**src/rtl/cst_pkg.sv**
```systemverilog
/*
  Constants and types for the self-test and error guard.
  Assumes a 20 MHz clock and a 32-bit APB register bus.
*/
`default_nettype none
package cst_pkg;
  localparam int          CLK_HZ        = 20_000_000;
  localparam int          POST_LIMIT_S  = 2;
  localparam int          POST_CYC      = POST_LIMIT_S * CLK_HZ;
  localparam int          NUM_KAT       = 6;
  localparam int          MEM_WORDS     = 8;
  localparam int          NUM_REC       = 4;
  localparam logic [15:0] MEM_PATTERN   = 16'hA5C3;
  localparam logic [7:0]  CRC_POLY      = 8'h07;
  localparam logic [7:0]  CRC_INIT      = 8'hFF;
  // Register byte addresses
  localparam logic [11:0] CFG_OFS       = 12'h000;
  localparam logic [11:0] STATUS_OFS    = 12'h004;
  localparam logic [11:0] CMD_OFS       = 12'h008;
  localparam logic [11:0] RNGREF_OFS    = 12'h00C;
  // Configuration bits
  localparam int          CFG_CLR_IMP   = 0;
  localparam int          CFG_CLR_EXP   = 1;
  localparam int          CFG_LRK_GEN   = 2;
  localparam int          CFG_RED_LOAD  = 3;
  localparam logic [3:0]  CFG_RST       = 4'h0;
  localparam int          CMD_ONDEMAND  = 0;
  // Failure causes
  localparam logic [2:0]  FC_NONE       = 3'h0;
  localparam logic [2:0]  FC_MEM        = 3'h1;
  localparam logic [2:0]  FC_FWSIG      = 3'h2;
  localparam logic [2:0]  FC_KAT        = 3'h3;
  localparam logic [2:0]  FC_FWLOAD     = 3'h4;
  localparam logic [2:0]  FC_RNG        = 3'h5;
  localparam logic [2:0]  FC_PAIR       = 3'h6;
  localparam logic [2:0]  FC_TIMEOUT    = 3'h7;
  localparam logic [7:0]  EMSG_BASE     = 8'hE0;

  typedef enum logic [2:0] {
    ST_MEM_WR   = 3'b000,
    ST_MEM_RD   = 3'b001,
    ST_FWSIG    = 3'b010,
    ST_KAT      = 3'b011,
    ST_RNG_INIT = 3'b100,
    ST_RUN      = 3'b101,
    ST_FAIL     = 3'b110
  } cst_state_t;

  // Key record: id 16, algorithm 8, type 1, location 3, plus CRC
  typedef struct packed {
    logic       vld;
    logic [7:0] crc;
    logic [2:0] loc;
    logic       typ;
    logic [7:0] alg;
    logic [15:0] id;
  } cst_rec_t;
endpackage
`default_nettype wire

```
**src/rtl/cst_guard.sv**
```systemverilog
/*
  Self-test sequencer, critical error guard and key record checker.
  Assumes test engines, random source and output path outside; APB host;
  por_n low only at power-up, rst_n a functional reset.
*/
// What this block does
// RULE1: Output words are blocked in any error state and during self-tests.
// RULE2: Output path isolated while key generation or zeroization runs.
// RULE3: Crypto operations refused or stopped while in an error state.
// RULE4: All power-up tests passed: toggle indicator within two seconds.
// RULE5: Any power-up test failure: critical error, indicator left alone.
// RULE6: Critical error persists until power is cycled.
// RULE7: Random or pair-wise test failure: critical error plus SDIO message; a random failure in the same cycle as a firmware load failure sends none.
// RULE8: First random value at power-up kept only as reference.
// RULE9: New random equal to reference fails; else replaces it, returned.
// RULE10: Known-answer test passes only if result equals expected value.
// RULE11: Power-up write and read-back of working memory; mismatch fails.
// RULE12: Power-up code signature check; mismatch fails integrity test.
// RULE13: New image signature mismatch fails the firmware load test.
// RULE14: Pair-wise sign and verify failure fails the pair-wise test.
// RULE15: Every power cycle runs the whole power-up sequence first.
// RULE16: Clear import, export, loss key, red load or GCM: non-approved.
// RULE17: Clear key import rejected while its setting is off.
// RULE18: Clear key export rejected while its setting is off.
// RULE19: Red loading on key loader port refused while disabled.
// RULE20: Key record holds 16-bit id, 8-bit algorithm, type, location.
// RULE21: Record CRC over all fields detects corruption.
// RULE22: Program update completion zeroizes every stored key.
// RULE23: Reset input returns the block to its reset condition; rst_n keeps crit, lock and fail.
// RULE24: Tamper locks the block with no crypto service.
// RULE25: Critical flag cleared only by power-on reset.
// RULE26: Power-up order memory, firmware, known-answer; stop at failure.
`timescale 1ns/1ps
`default_nettype none
module cst_guard
  import cst_pkg::*;
#(
  parameter logic [25:0] POST_LIMIT_CYC = POST_CYC[25:0]
) (
  input  wire logic        clk,
  input  wire logic        rst_n,
  input  wire logic        por_n,
  input  wire logic        tamper,
  input  wire logic        psel,
  input  wire logic        penable,
  input  wire logic        pwrite,
  input  wire logic [11:0] paddr,
  input  wire logic [31:0] pwdata,
  output logic [31:0]      prdata,
  output logic             pready,
  output logic             pslverr,
  output logic             selftest_ind,
  output logic             crit_err,
  output logic             locked,
  output logic             non_approved,
  output logic             test_busy,
  output logic             fwsig_req,
  input  wire logic        fwsig_done,
  input  wire logic        fwsig_ok,
  output logic             kat_req,
  output logic [2:0]       kat_idx,
  input  wire logic        kat_done,
  input  wire logic [31:0] kat_result,
  input  wire logic [31:0] kat_expect,
  input  wire logic        fwload_done,
  input  wire logic        fwload_ok,
  input  wire logic        pair_done,
  input  wire logic        pair_ok,
  input  wire logic        rng_valid,
  input  wire logic [31:0] rng_data,
  output logic             rng_out_valid,
  output logic [31:0]      rng_out_data,
  input  wire logic        keygen_busy,
  input  wire logic        zeroize_busy,
  input  wire logic        dout_valid_in,
  input  wire logic [31:0] dout_data_in,
  output logic             dout_valid,
  output logic [31:0]      dout_data,
  input  wire logic        op_start,
  input  wire logic        op_gcm,
  output logic             op_grant,
  output logic             op_abort,
  input  wire logic        clear_imp_req,
  output logic             clear_imp_reject,
  input  wire logic        clear_exp_req,
  output logic             clear_exp_reject,
  input  wire logic        key_loader_port_red_req,
  output logic             key_loader_port_red_reject,
  input  wire logic        update_done,
  output logic             zeroize_pulse,
  input  wire logic        rec_wr,
  input  wire logic        rec_rd,
  input  wire logic [1:0]  rec_idx,
  input  wire logic [15:0] rec_key_id,
  input  wire logic [7:0]  rec_alg_id,
  input  wire logic        rec_is_wrap,
  input  wire logic [2:0]  rec_loc,
  output logic             rec_rd_valid,
  output logic             rec_rd_ok,
  output logic             sdio_err_valid,
  output logic [7:0]       sdio_err_code
);

  typedef struct packed {
    cst_state_t                    st;
    logic [3:0]                    cfg;
    logic                          ind;
    logic                          crit;
    logic                          lock;
    logic                          gcm;
    logic                          post_done;
    logic [2:0]                    fail;
    logic [25:0]                   cnt;
    logic [2:0]                    midx;
    logic [2:0]                    kidx;
    logic [MEM_WORDS-1:0][15:0]    mem;
    logic [31:0]                   rref;
    logic                          rvld;
    logic [31:0]                   rout;
    logic                          dvld;
    logic [31:0]                   dat;
    logic                          ev;
    logic [7:0]                    ecode;
    logic                          zer;
    logic [NUM_REC-1:0][36:0]      rec;
    logic                          rrv;
    logic                          rrok;
    logic [31:0]                   prd;
    logic                          perr;
  } cst_regs_t;

  localparam cst_regs_t REGS_RST = '{
    st: ST_MEM_WR, cfg: CFG_RST, fail: FC_NONE, default: '0};

  cst_regs_t s_r;
  cst_regs_t s_nxt;

  // CRC-8 over the 28 field bits of a key record
  function automatic logic [7:0] rec_crc(input logic [27:0] f);
    logic [7:0] c;
    c = CRC_INIT;
    for (int i = 27; i >= 0; i--) begin
      if (c[7] ^ f[i]) begin
        c = {c[6:0], 1'b0} ^ CRC_POLY;
      end else begin
        c = {c[6:0], 1'b0};
      end
    end
    return c;
  endfunction

  logic       err_any;
  logic       out_block;
  logic       setup_ph;
  logic       wr_acc;
  logic       rr_fault;
  logic [2:0] fail_ev;
  cst_rec_t   rd_rec;
  cst_rec_t   wr_rec;

  // RULE1 any error or self-test in progress
  assign err_any   = s_r.crit | s_r.lock;
  assign test_busy = (s_r.st != ST_RUN) & (s_r.st != ST_FAIL);
  // RULE2 isolation during key generation and zeroization
  assign out_block = err_any | test_busy | keygen_busy | zeroize_busy
                     | s_r.zer;
  assign setup_ph  = psel & ~penable;
  assign wr_acc    = psel & penable & pwrite;
  assign rd_rec    = cst_rec_t'(s_r.rec[rec_idx]);

  always_comb begin
    wr_rec     = '0;
    wr_rec.vld = 1'b1;
    // RULE20 record fields
    wr_rec.id  = rec_key_id;
    wr_rec.alg = rec_alg_id;
    wr_rec.typ = rec_is_wrap;
    wr_rec.loc = rec_loc;
    // RULE21 CRC over every field
    wr_rec.crc = rec_crc({rec_loc, rec_is_wrap, rec_alg_id, rec_key_id});
  end

  always_comb begin
    rr_fault = 1'b0;
    fail_ev  = FC_NONE;
    s_nxt    = s_r;
    s_nxt.ev   = 1'b0;
    s_nxt.zer  = 1'b0;
    s_nxt.rvld = 1'b0;
    s_nxt.rrv  = 1'b0;

    // RULE24 tamper lock-up
    if (tamper) begin
      s_nxt.lock = 1'b1;
    end

    case (s_r.st)
      // RULE11 write pattern then read back
      ST_MEM_WR: begin
        s_nxt.mem[s_r.midx] = MEM_PATTERN ^ {13'h0000, s_r.midx};
        s_nxt.midx = s_r.midx + 3'd1;
        if (s_r.midx == 3'(MEM_WORDS - 1)) begin
          s_nxt.st = ST_MEM_RD;
        end
      end
      ST_MEM_RD: begin
        s_nxt.midx = s_r.midx + 3'd1;
        if (s_r.mem[s_r.midx] != (MEM_PATTERN ^ {13'h0000, s_r.midx})) begin
          fail_ev = FC_MEM;
        end else if (s_r.midx == 3'(MEM_WORDS - 1)) begin
          // RULE26 firmware check after memory
          s_nxt.st = ST_FWSIG;
        end
      end
      // RULE12 code signature verification
      ST_FWSIG: begin
        if (fwsig_done && !fwsig_ok) begin
          fail_ev = FC_FWSIG;
        end else if (fwsig_done) begin
          s_nxt.st   = ST_KAT;
          s_nxt.kidx = 3'd0;
        end
      end
      // RULE10 compare with expected answer
      ST_KAT: begin
        if (kat_done && (kat_result != kat_expect)) begin
          fail_ev = FC_KAT;
        end else if (kat_done) begin
          s_nxt.kidx = s_r.kidx + 3'd1;
          if (s_r.kidx == 3'(NUM_KAT - 1)) begin
            s_nxt.st = s_r.post_done ? ST_RUN : ST_RNG_INIT;
          end
        end
      end
      // RULE8 first value only seeds the reference
      ST_RNG_INIT: begin
        if (rng_valid) begin
          s_nxt.rref      = rng_data;
          s_nxt.st        = ST_RUN;
          s_nxt.post_done = 1'b1;
          // RULE4 single toggle on a clean power-up
          s_nxt.ind       = ~s_r.ind;
        end
      end
      ST_RUN: begin
        if (wr_acc && paddr == CMD_OFS && pwdata[CMD_ONDEMAND]) begin
          s_nxt.st   = ST_MEM_WR;
          s_nxt.midx = 3'd0;
        end
      end
      default: begin
        s_nxt.st = ST_FAIL;
      end
    endcase

    // RULE9 continuous random comparison
    if (rng_valid && s_r.st != ST_RNG_INIT && s_r.post_done) begin
      if (rng_data == s_r.rref) begin
        fail_ev = FC_RNG;
      end else begin
        s_nxt.rref = rng_data;
        s_nxt.rout = rng_data;
        s_nxt.rvld = ~out_block;
      end
    end

    // RULE13 new image signature
    if (fwload_done && !fwload_ok) begin
      fail_ev = FC_FWLOAD;
    end
    // RULE14 pair-wise consistency
    if (pair_done && !pair_ok) begin
      fail_ev = FC_PAIR;
    end

    // Timer stops at the first clean pass
    if (!s_r.post_done && !s_r.crit) begin
      s_nxt.cnt = s_r.cnt + 26'd1;
      if (s_r.cnt == POST_LIMIT_CYC - 26'd1) begin
        fail_ev = FC_TIMEOUT;
      end
    end

    // RULE5 failure latches the critical error
    if (fail_ev != FC_NONE && !s_r.crit) begin
      s_nxt.crit = 1'b1;
      s_nxt.fail = fail_ev;
      // RULE7 message on the host port
      if (fail_ev == FC_RNG || fail_ev == FC_PAIR) begin
        s_nxt.ev    = 1'b1;
        s_nxt.ecode = EMSG_BASE | {5'h00, fail_ev};
      end
    end
    // RULE6 no path leaves the failed state
    if (s_nxt.crit) begin
      s_nxt.st = ST_FAIL;
    end

    // RULE16 GCM start is remembered
    if (op_start && op_gcm && op_grant) begin
      s_nxt.gcm = 1'b1;
    end

    // RULE1 output gate, data from flip-flops
    s_nxt.dvld = dout_valid_in & ~out_block;
    s_nxt.dat  = out_block ? 32'h0000_0000 : dout_data_in;

    // RULE22 zeroize on update completion
    if (update_done) begin
      s_nxt.zer = 1'b1;
      for (int i = 0; i < NUM_REC; i++) begin
        s_nxt.rec[i] = '0;
      end
    end else if (rec_wr && !err_any) begin
      s_nxt.rec[rec_idx] = 37'(wr_rec);
    end

    // RULE21 recompute and compare on read
    if (rec_rd) begin
      rr_fault = rd_rec.crc != rec_crc({rd_rec.loc, rd_rec.typ,
                                        rd_rec.alg, rd_rec.id});
      s_nxt.rrv  = 1'b1;
      s_nxt.rrok = rd_rec.vld & ~rr_fault;
    end

    // APB: read data captured in setup, zero wait state
    if (setup_ph) begin
      s_nxt.perr = 1'b0;
      s_nxt.prd  = 32'h0000_0000;
      if (paddr == CFG_OFS) begin
        s_nxt.prd = {28'h000_0000, s_r.cfg};
      end else if (paddr == STATUS_OFS) begin
        s_nxt.prd = {16'h0000, s_r.fail, s_r.st, non_approved,
                     test_busy, s_r.post_done, s_r.ind, s_r.lock,
                     s_r.crit, 4'h0};
      end else if (paddr == CMD_OFS) begin
        s_nxt.prd = 32'h0000_0000;
      end else if (paddr == RNGREF_OFS) begin
        // Reference itself is never exposed, only whether it exists
        s_nxt.prd = {31'h0000_0000, s_r.post_done};
      end else begin
        s_nxt.perr = 1'b1;
      end
    end
    if (wr_acc && paddr == CFG_OFS) begin
      s_nxt.cfg = pwdata[3:0];
    end
  end

  always_ff @(posedge clk) begin
    // RULE15 power cycle restarts all tests
    if (!por_n) begin
      s_r <= REGS_RST;
    end else if (!rst_n) begin
      // RULE23 functional reset reruns the sequence, or holds ST_FAIL if crit is set
      s_r <= REGS_RST;
      // RULE25 error and lock survive a functional reset
      s_r.crit <= s_r.crit;
      s_r.lock <= s_r.lock;
      s_r.fail <= s_r.fail;
      s_r.st   <= s_r.crit ? ST_FAIL : ST_MEM_WR;
    end else begin
      s_r <= s_nxt;
    end
  end

  assign prdata        = s_r.prd;
  assign pready        = 1'b1;
  assign pslverr       = psel & penable & s_r.perr;
  assign selftest_ind  = s_r.ind;
  assign crit_err      = s_r.crit;
  assign locked        = s_r.lock;
  // RULE16 non-approved mode
  assign non_approved  = |s_r.cfg | s_r.gcm;
  assign fwsig_req     = s_r.st == ST_FWSIG;
  assign kat_req       = s_r.st == ST_KAT;
  assign kat_idx       = s_r.kidx;
  assign rng_out_valid = s_r.rvld;
  assign rng_out_data  = s_r.rout;
  assign dout_valid    = s_r.dvld;
  assign dout_data     = s_r.dat;
  // RULE3 no crypto in error, lock or test
  assign op_grant      = op_start & ~err_any & ~test_busy;
  assign op_abort      = err_any;
  // RULE17 clear import gate
  assign clear_imp_reject = clear_imp_req & ~s_r.cfg[CFG_CLR_IMP];
  // RULE18 clear export gate
  assign clear_exp_reject = clear_exp_req & ~s_r.cfg[CFG_CLR_EXP];
  // RULE19 red loading gate
  assign key_loader_port_red_reject =
    key_loader_port_red_req & ~s_r.cfg[CFG_RED_LOAD];
  assign zeroize_pulse  = s_r.zer;
  assign rec_rd_valid   = s_r.rrv;
  assign rec_rd_ok      = s_r.rrok;
  assign sdio_err_valid = s_r.ev;
  assign sdio_err_code  = s_r.ecode;

endmodule // cst_guard
`default_nettype wire

```
**config.mk**
```make
export PLATFORM = sky130hd
export DESIGN_NAME = cst_guard
export DESIGN_NICKNAME = d
export VERILOG_FILES = /design/src/rtl/cst_pkg.sv /design/src/rtl/cst_guard.sv
export SDC_FILE = /design/constraint.sdc
export NUM_CORES = 1
export LEC_CHECK = 0
export BUFFER_PORTS_ARGS = -buffer_cell sky130_fd_sc_hd__buf_2
export CAP_MARGIN = 20
export CORE_MARGIN = 4
export CORE_UTILIZATION = 40
export DETAILED_ROUTE_END_ITERATION = 12
export HOLD_SLACK_MARGIN = 0.03
export PLACE_DENSITY = 0.59
export SLEW_MARGIN = 40
export SYNTH_ARGS = -nofsm -noshare
export SYNTH_HDL_FRONTEND = slang
export SYNTH_SLANG_ARGS = --single-unit
```
**constraint.sdc**
```tcl
create_clock -name clk -period 6.78 [get_ports clk]
set_input_delay 0.678 -clock clk [delete_from_list [all_inputs] [get_ports clk]]
set_output_delay 0.678 -clock clk [all_outputs]
set_load 0.03 [all_outputs]
```
After elaboration in Yosys (flattened, before gate mapping)

Index checks and enable logic that the tools add are counted.

Register bits: 462
Bits in latches: 0
RAM bits: 0
ROM bits: 0
Input bits: 228
Output and inout bits: 127
Word-level logic and storage cells: 416
Memories kept: 0

Add/sub/neg operators: 3
Multiply operators: 0
Div/mod/pow operators: 0
$lt $le $gt $ge: 4
Eq/ne operators: 35
Shifts and indexed selects: 0
Muxes and demuxes: 156
Bitwise gates (word level): 140
Reduce and logical (&&, ||, !) cells: 43

Operator list:

| operator                | number |
|---|---|
| $mux W466               | 1 |
| $mux W148               | 2 |
| $mux W3                 | 79 |
| $mux W8                 | 28 |
| $not A3 Y3              | 54 |
| $bwmux W148             | 1 |
| $mux W65                | 2 |
| $bwmux W128             | 1 |
| $mux W128               | 1 |
| $mux W32                | 4 |
| $bmux W37 S2            | 1 |
| $demux W37 S2           | 1 |
| $mux W37                | 2 |
| $xor A1 B1 Y1           | 49 |
| $bmux W16 S3            | 1 |
| $demux W16 S3           | 1 |
| $mux W16                | 3 |
| $mux W33                | 1 |
| $eq A32 B32 Y1          | 1 |
| $ne A32 B32 Y1          | 1 |
| $ne A4 B4 Y1 const B    | 7 |
| $add A26 B1 Y26 const B | 1 |
| $eq A26 B26 Y1 const B  | 1 |
| $mux W26                | 1 |
| other kinds (42)        | 137 |

Depth between registers and ports, before layout

Word-level depth: 90
Depth in mapped cells: 12
Gate-level depth less buffers: 11

Worst setup path before layout

Ideal clock, no wire load.

Path type: input to register
From: input rec_idx[0]
To: register s_r, in the netlist rec_rd_ok
Setup time: 96 ps
Data arrival time: 3345 ps
Data required time: 6684 ps
Path slack: 3339 ps
Stages: 11
Buffers on the path: 2
Cell sequence: buf_6 buf_6 mux4_2 xor2_1 xnor3_1 xor2_2 xor2_1 xnor2_1 nor3b_2 o2111ai_1 o41ai_2

Word-level cells in the longest chain between the ends: 56
Elaborated cells on any way between the ends: 115
Those cells by class: eq/ne: 1; mux: 58; bitwise: 56

RTL lines:

| what                                                          | line                               | text |
|---|---|---|
| from (decl)                                                   | cst_guard.sv:93                    | `input wire logic [1:0] rec_idx,` |
| $bmux W37 S2 *                                                | cst_guard.sv:169                   | `assign rd_rec = cst_rec_t'(s_r.rec[rec_idx]);` |
| $mux W37 (not written as such) *                              | cst_guard.sv:169                   |  |
| $xor A1 B1 Y1 / $mux W3 (equally long branches)               | cst_guard.sv:143                   | `if (c[7] ^ f[i]) begin` |
| $mux W3 / $mux W8 (equally long branches)                     | cst_guard.sv:143, cst_guard.sv:319 |  |
| $mux W8 / $not A3 Y3 (equally long branches)                  | n/a                                |  |
| $not A3 Y3 (no source line) / $mux W3 (equally long branches) | n/a                                |  |
| $mux W3 / $mux W8 (equally long branches)                     | cst_guard.sv:143, cst_guard.sv:319 |  |
| $mux W8 / $not A3 Y3 (equally long branches)                  | n/a                                |  |
| (+40 left out)                                                | n/a                                |  |
| $mux W3 / $mux W8 (equally long branches)                     | cst_guard.sv:143, cst_guard.sv:319 |  |
| $mux W8 / $not A3 Y3 (equally long branches)                  | n/a                                |  |
| $not A3 Y3 (no source line) / $mux W3 (equally long branches) | n/a                                |  |
| $mux W3 / $mux W8 (equally long branches)                     | cst_guard.sv:143, cst_guard.sv:319 |  |
| $mux W8                                                       | cst_guard.sv:319                   | `if (rec_rd) begin` |
| $ne A8 B8 Y1                                                  | cst_guard.sv:320                   | `rr_fault = rd_rec.crc != rec_crc({rd_rec.loc, rd_rec.typ,` |
| $not A1 Y1                                                    | cst_guard.sv:323                   | `s_nxt.rrok = rd_rec.vld & ~rr_fault;` |
| $and A1 B1 Y1 *                                               | cst_guard.sv:323                   |  |
| to (signal assigned)                                          | cst_guard.sv:363                   | `s_r <= s_nxt;` |
| to (decl)                                                     | cst_guard.sv:135                   | `cst_regs_t s_r;` |

Mark *: on every way between the ends. The rest lies on a longest branch, timed or not. The select of a mux whose other input is x is not followed.
A chain may end at the register's enable or synchronous reset.

Final worst setup path

From: register s_r[422] in the netlist's numbering
To: register, netlist name sdio_err_code[5]

Word-level cells in the longest chain between the ends: 14
Elaborated cells on any way between the ends: 18
Those cells by class: eq/ne: 3; mux: 10; bitwise: 1; reduce/logical: 4

RTL lines:

| what                                                             | line                               | text |
|---|---|---|
| $bmux W16 S3                                                     | cst_guard.sv:208                   | `if (s_r.mem[s_r.midx] != (MEM_PATTERN ^ {13'h0000, s_r.midx})) begin` |
| $mux W16 (not written as such)                                   | cst_guard.sv:208                   |  |
| $ne A16 B16 Y1 *                                                 | cst_guard.sv:208                   |  |
| $mux W1 *                                                        | cst_guard.sv:208                   |  |
| $pmux W2 S3 *                                                    | cst_guard.sv:197                   | `case (s_r.st)` |
| $mux W3                                                          | cst_guard.sv:258                   | `if (rng_data == s_r.rref) begin` |
| $mux W3 *                                                        | cst_guard.sv:257                   | `if (rng_valid && s_r.st != ST_RNG_INIT && s_r.post_done) begin` |
| $mux W3 *                                                        | cst_guard.sv:268                   | `if (fwload_done && !fwload_ok) begin` |
| $mux W3 *                                                        | cst_guard.sv:272                   | `if (pair_done && !pair_ok) begin` |
| $mux W3                                                          | cst_guard.sv:279                   | `if (s_r.cnt == POST_LIMIT_CYC - 26'd1) begin` |
| $mux W3 *                                                        | cst_guard.sv:277                   | `if (!s_r.post_done && !s_r.crit) begin` |
| $eq A3 B3 Y1 / $reduce_bool A3 Y1 (equally long branches)        | cst_guard.sv:289, cst_guard.sv:285 |  |
| $logic_or A1 B1 Y1 / $logic_and A1 B1 Y1 (equally long branches) | cst_guard.sv:289, cst_guard.sv:285 |  |
| $reduce_and A2 Y1 (no source line) *                             | n/a                                |  |

Marked as above.

==> flow_metrics.env <==
export IMPL_die_area_um2=52400
export IMPL_layout_drive_gt1_share_pct=20.1
export IMPL_io_pins=355
export IMPL_cts_buffers=49
export IMPL_vias_per_cell=5.08
export IMPL_clock_latency_ns=0.59
export IMPL_drt_pass1_iterations=5
export IMPL_netlist_top_cells_count="dfxtp_1 (446), nand2_1 (344), nor2_1 (291), a21oi_1 (179), xnor2_1 (120)"
export IMPL_tns_ns=0
export IMPL_grt_pass1_wl_mm=81.4
export IMPL_hold_viol=0
export IMPL_synth_cell_types=70
export IMPL_crit_type="reg2reg"
export IMPL_holdPathEnd="dout_data[26]"
export IMPL_cp_start_kind="register"
export IMPL_status="finished, final reports clean"
export IMPL_gp_congestion=0.985
export IMPL_syn_area_um2=19500
export IMPL_clk_pin_slew_worst_paths_ns=0.06
export IMPL_path_max_fanout=19
export IMPL_synth_main_ff_cell="dfxtp_1"
export IMPL_die_y_um=229
export IMPL_place_hpwl_mm=36.4
export IMPL_ys_top_cells_by_area="dfxtp_1 (46%), nand2_1 (6.6%), nor2_1 (5.6%)"
export IMPL_grt_pass1_vias=14900
export IMPL_ctsHoldBuffers=0
export IMPL_nets=2573
export IMPL_yosys_warnings=0
export IMPL_ys_ff_latch=446
export IMPL_met2WireLength_mm=26.3
export IMPL_cts_tree="yes"
export IMPL_postRouteAntennaNets=0
export IMPL_max_stage_delay_ns=0.87
export IMPL_hold_depth=2
export IMPL_cts_sinks=446
export IMPL_die_x_um=229
export IMPL_power_per_cell_area_nw_per_um2=275
export IMPL_met1Wirelength_mm=21.2
export IMPL_seq_area_um2=8930
export IMPL_syn_inst=2184
export IMPL_ys_seq_area_share_pct=45.7
export IMPL_drc_errors=0
export IMPL_peakVddDrop_mv=0.190
export IMPL_min_path_type="in2reg"
export IMPL_grt_max_degree=89
export IMPL_rsz0062_at_grt="no"
export IMPL_worstReg2RegEnd="sdio_err_code[5]"
export IMPL_crit_arrival_ns=4.51
export IMPL_routed_wl_mm=52.7
export IMPL_worst_pin_slew_ns=0.848
export IMPL_synth_edf_count=0
export IMPL_routedWlPerCell_um=17.6
export IMPL_synthMostInstantiatedCell="dfxtp_1"
export IMPL_crit_chain="buf_4, nor2b_1, a22o_1, a222oi_1, a211oi_1, nand4_1, a221o_1, a211o_1, a2111oi_4, a21o_1"
export IMPL_power_leakage_nw=9.07
export IMPL_vias=15200
export IMPL_dr_wl_met3_mm=3.30
export IMPL_h_tree_depth=2
export IMPL_grt_use_total_pct=19.2
export IMPL_drt_iter0_drc=843
export IMPL_multi_input_area_um2=9370
export IMPL_slew_violations=0
export IMPL_fmax_mhz=251
export IMPL_fillers=4632
export IMPL_cts_root_buffer_cell="clkbuf_16"
export IMPL_dr_max_layer_used="met5"
export IMPL_r2r_slack_ns=2.80
export IMPL_clockBufferDepth=3
export IMPL_antenna_found_initial=7
export IMPL_hp_start="dout_data_in[26]"
export IMPL_period_minus_slack_ns=3.98
export IMPL_synth_largest_area_cell="dfxtp_1"
export IMPL_rows=80
export IMPL_areaGrowthSynthToFinish_pct=15.1
export IMPL_synth_top_area_share_pct=45.7
export IMPL_postCtsResizedCells=0
export IMPL_syn_area_per_cell_um2=8.94
export IMPL_critPathSlowestCell="dfxtp_1"
export IMPL_fin_cells=2990
export IMPL_cts_setup_buffers=0
export IMPL_ys_async_sr_fraction_pct=0
export IMPL_worstReg2RegStart="s_r[422]"
export IMPL_fin_skew_ns=0.0240
export IMPL_finalCritPeriodShare_pct=58.7
export IMPL_initial_core_util_pct=40.7
export IMPL_setup_viol=0
export IMPL_place_inst=2904
export IMPL_fin_util_pct=46.8
export IMPL_slew_headroom_pct=43.4
export IMPL_portBuffers=307
export IMPL_rr_worst_depth=10
export IMPL_required_ns=7.31
export IMPL_endpoint_kind="register"
export IMPL_cap_violations=0
export IMPL_coreArea_um2=48000
export IMPL_gr_total_overflow=0
-- worst max-delay path, delay by kind of cell (launching register included) --
family                 cells  cell delay, ns
and+or+nand+nor            2            0.58
buffers and inverters      1            0.39
DFF                        1            0.87
AOI/OAI and AO/OA          7            2.08
-- power by group --
part | leakage [nW] | internal [mW] | switching [mW]
combinational | 4.66 | 0.274 | 0.500
sequential | 3.60 | 2.64 | 0.0257
clock | 0.813 | 1.67 | 1.06
total | 9.07 | 4.59 | 1.59
-- how the worst max path moves through the flow --
stage | from | to | slack, ns | depth (start not counted)
final | s_r[422] | sdio_err_code[5] | 2.80 | 10
after detailed placement | rec_idx[0] | rec_rd_ok | 2.56 | 11
after CTS | s_r[422] | sdio_err_code[5] | 2.83 | 10
after floorplan | rec_idx[0] | rec_rd_ok | 3.34 | 11
after global routing | s_r[423] | sdio_err_code[5] | 2.65 | 9
after global placement | rec_idx[0] | rec_rd_ok | 2.26 | 11
-- placed cells by master (no fill, tap or decap), drive strengths merged, types with 6 or more instances in the layout --
master and n:
nand2 344, nor4 18, nand3 21, clkinv 7
nand4 15, xor2 78, xnor3 10, a211oi 19
and3 70, nor3 19, o21a 6, nor2b 17
a221oi 6, nor2 291, and2 52, mux2i 42
o311ai 6, a21oi 179, conb 19, bufinv 6
o21ai 12, dfxtp 446, o22ai 6, buf 326
a22oi 16, clkbuf 70, nor3b 8, inv 15
mux4 39, nand2b 10, xnor2 125
-- area by class of cell --
class                   instances  area share [%]
well taps                     615            3.42
flip-flops and latches        446            39.7
clock buffers                  70            6.26
repair buffers                326            7.52
diodes                          1          0.0111
clock inverters                15            1.13
inverters                      14           0.234
multi-input cells            1503            41.7
-- routing by layer --
metal,track usage [%],vias to the layer above
li1,-,7488
met1,22.3,7118
met2,34.4,465
met3,4.50,119
met4,6.79,4
met5,0,-
-- cell families (layout without fill, tap and decap cells) --
group                    after synthesis  after routing  synth area share (%)
AND/OR/NAND/NOR                      897            897                  20.7
flip-flops                           446            446                  45.7
AO/OA/AOI/OAI                        286            286                  8.79
buffers and inverters                252            425                  7.11
XOR/XNOR                             213            213                  10.6
multiplexers                          83             83                  6.76
adder cells (fa/ha/maj)                5              5                 0.320
other                                  2             20                0.0384
-- through the flow --
stage	hold slack (ns)	worst slack, ns	area (µm²)	total power [mW]
after global placement	0.436	2.26	20800	3.49
after detailed placement	0.444	2.56	20800	3.51
final	0.292	2.80	22500	6.18
after global routing	0.267	2.65	22500	6.43
after floorplan	0.420	3.34	19600	3.26
after CTS	0.253	2.83	22500	6.26
No activity file was read; power rests on OpenSTA's default activity.
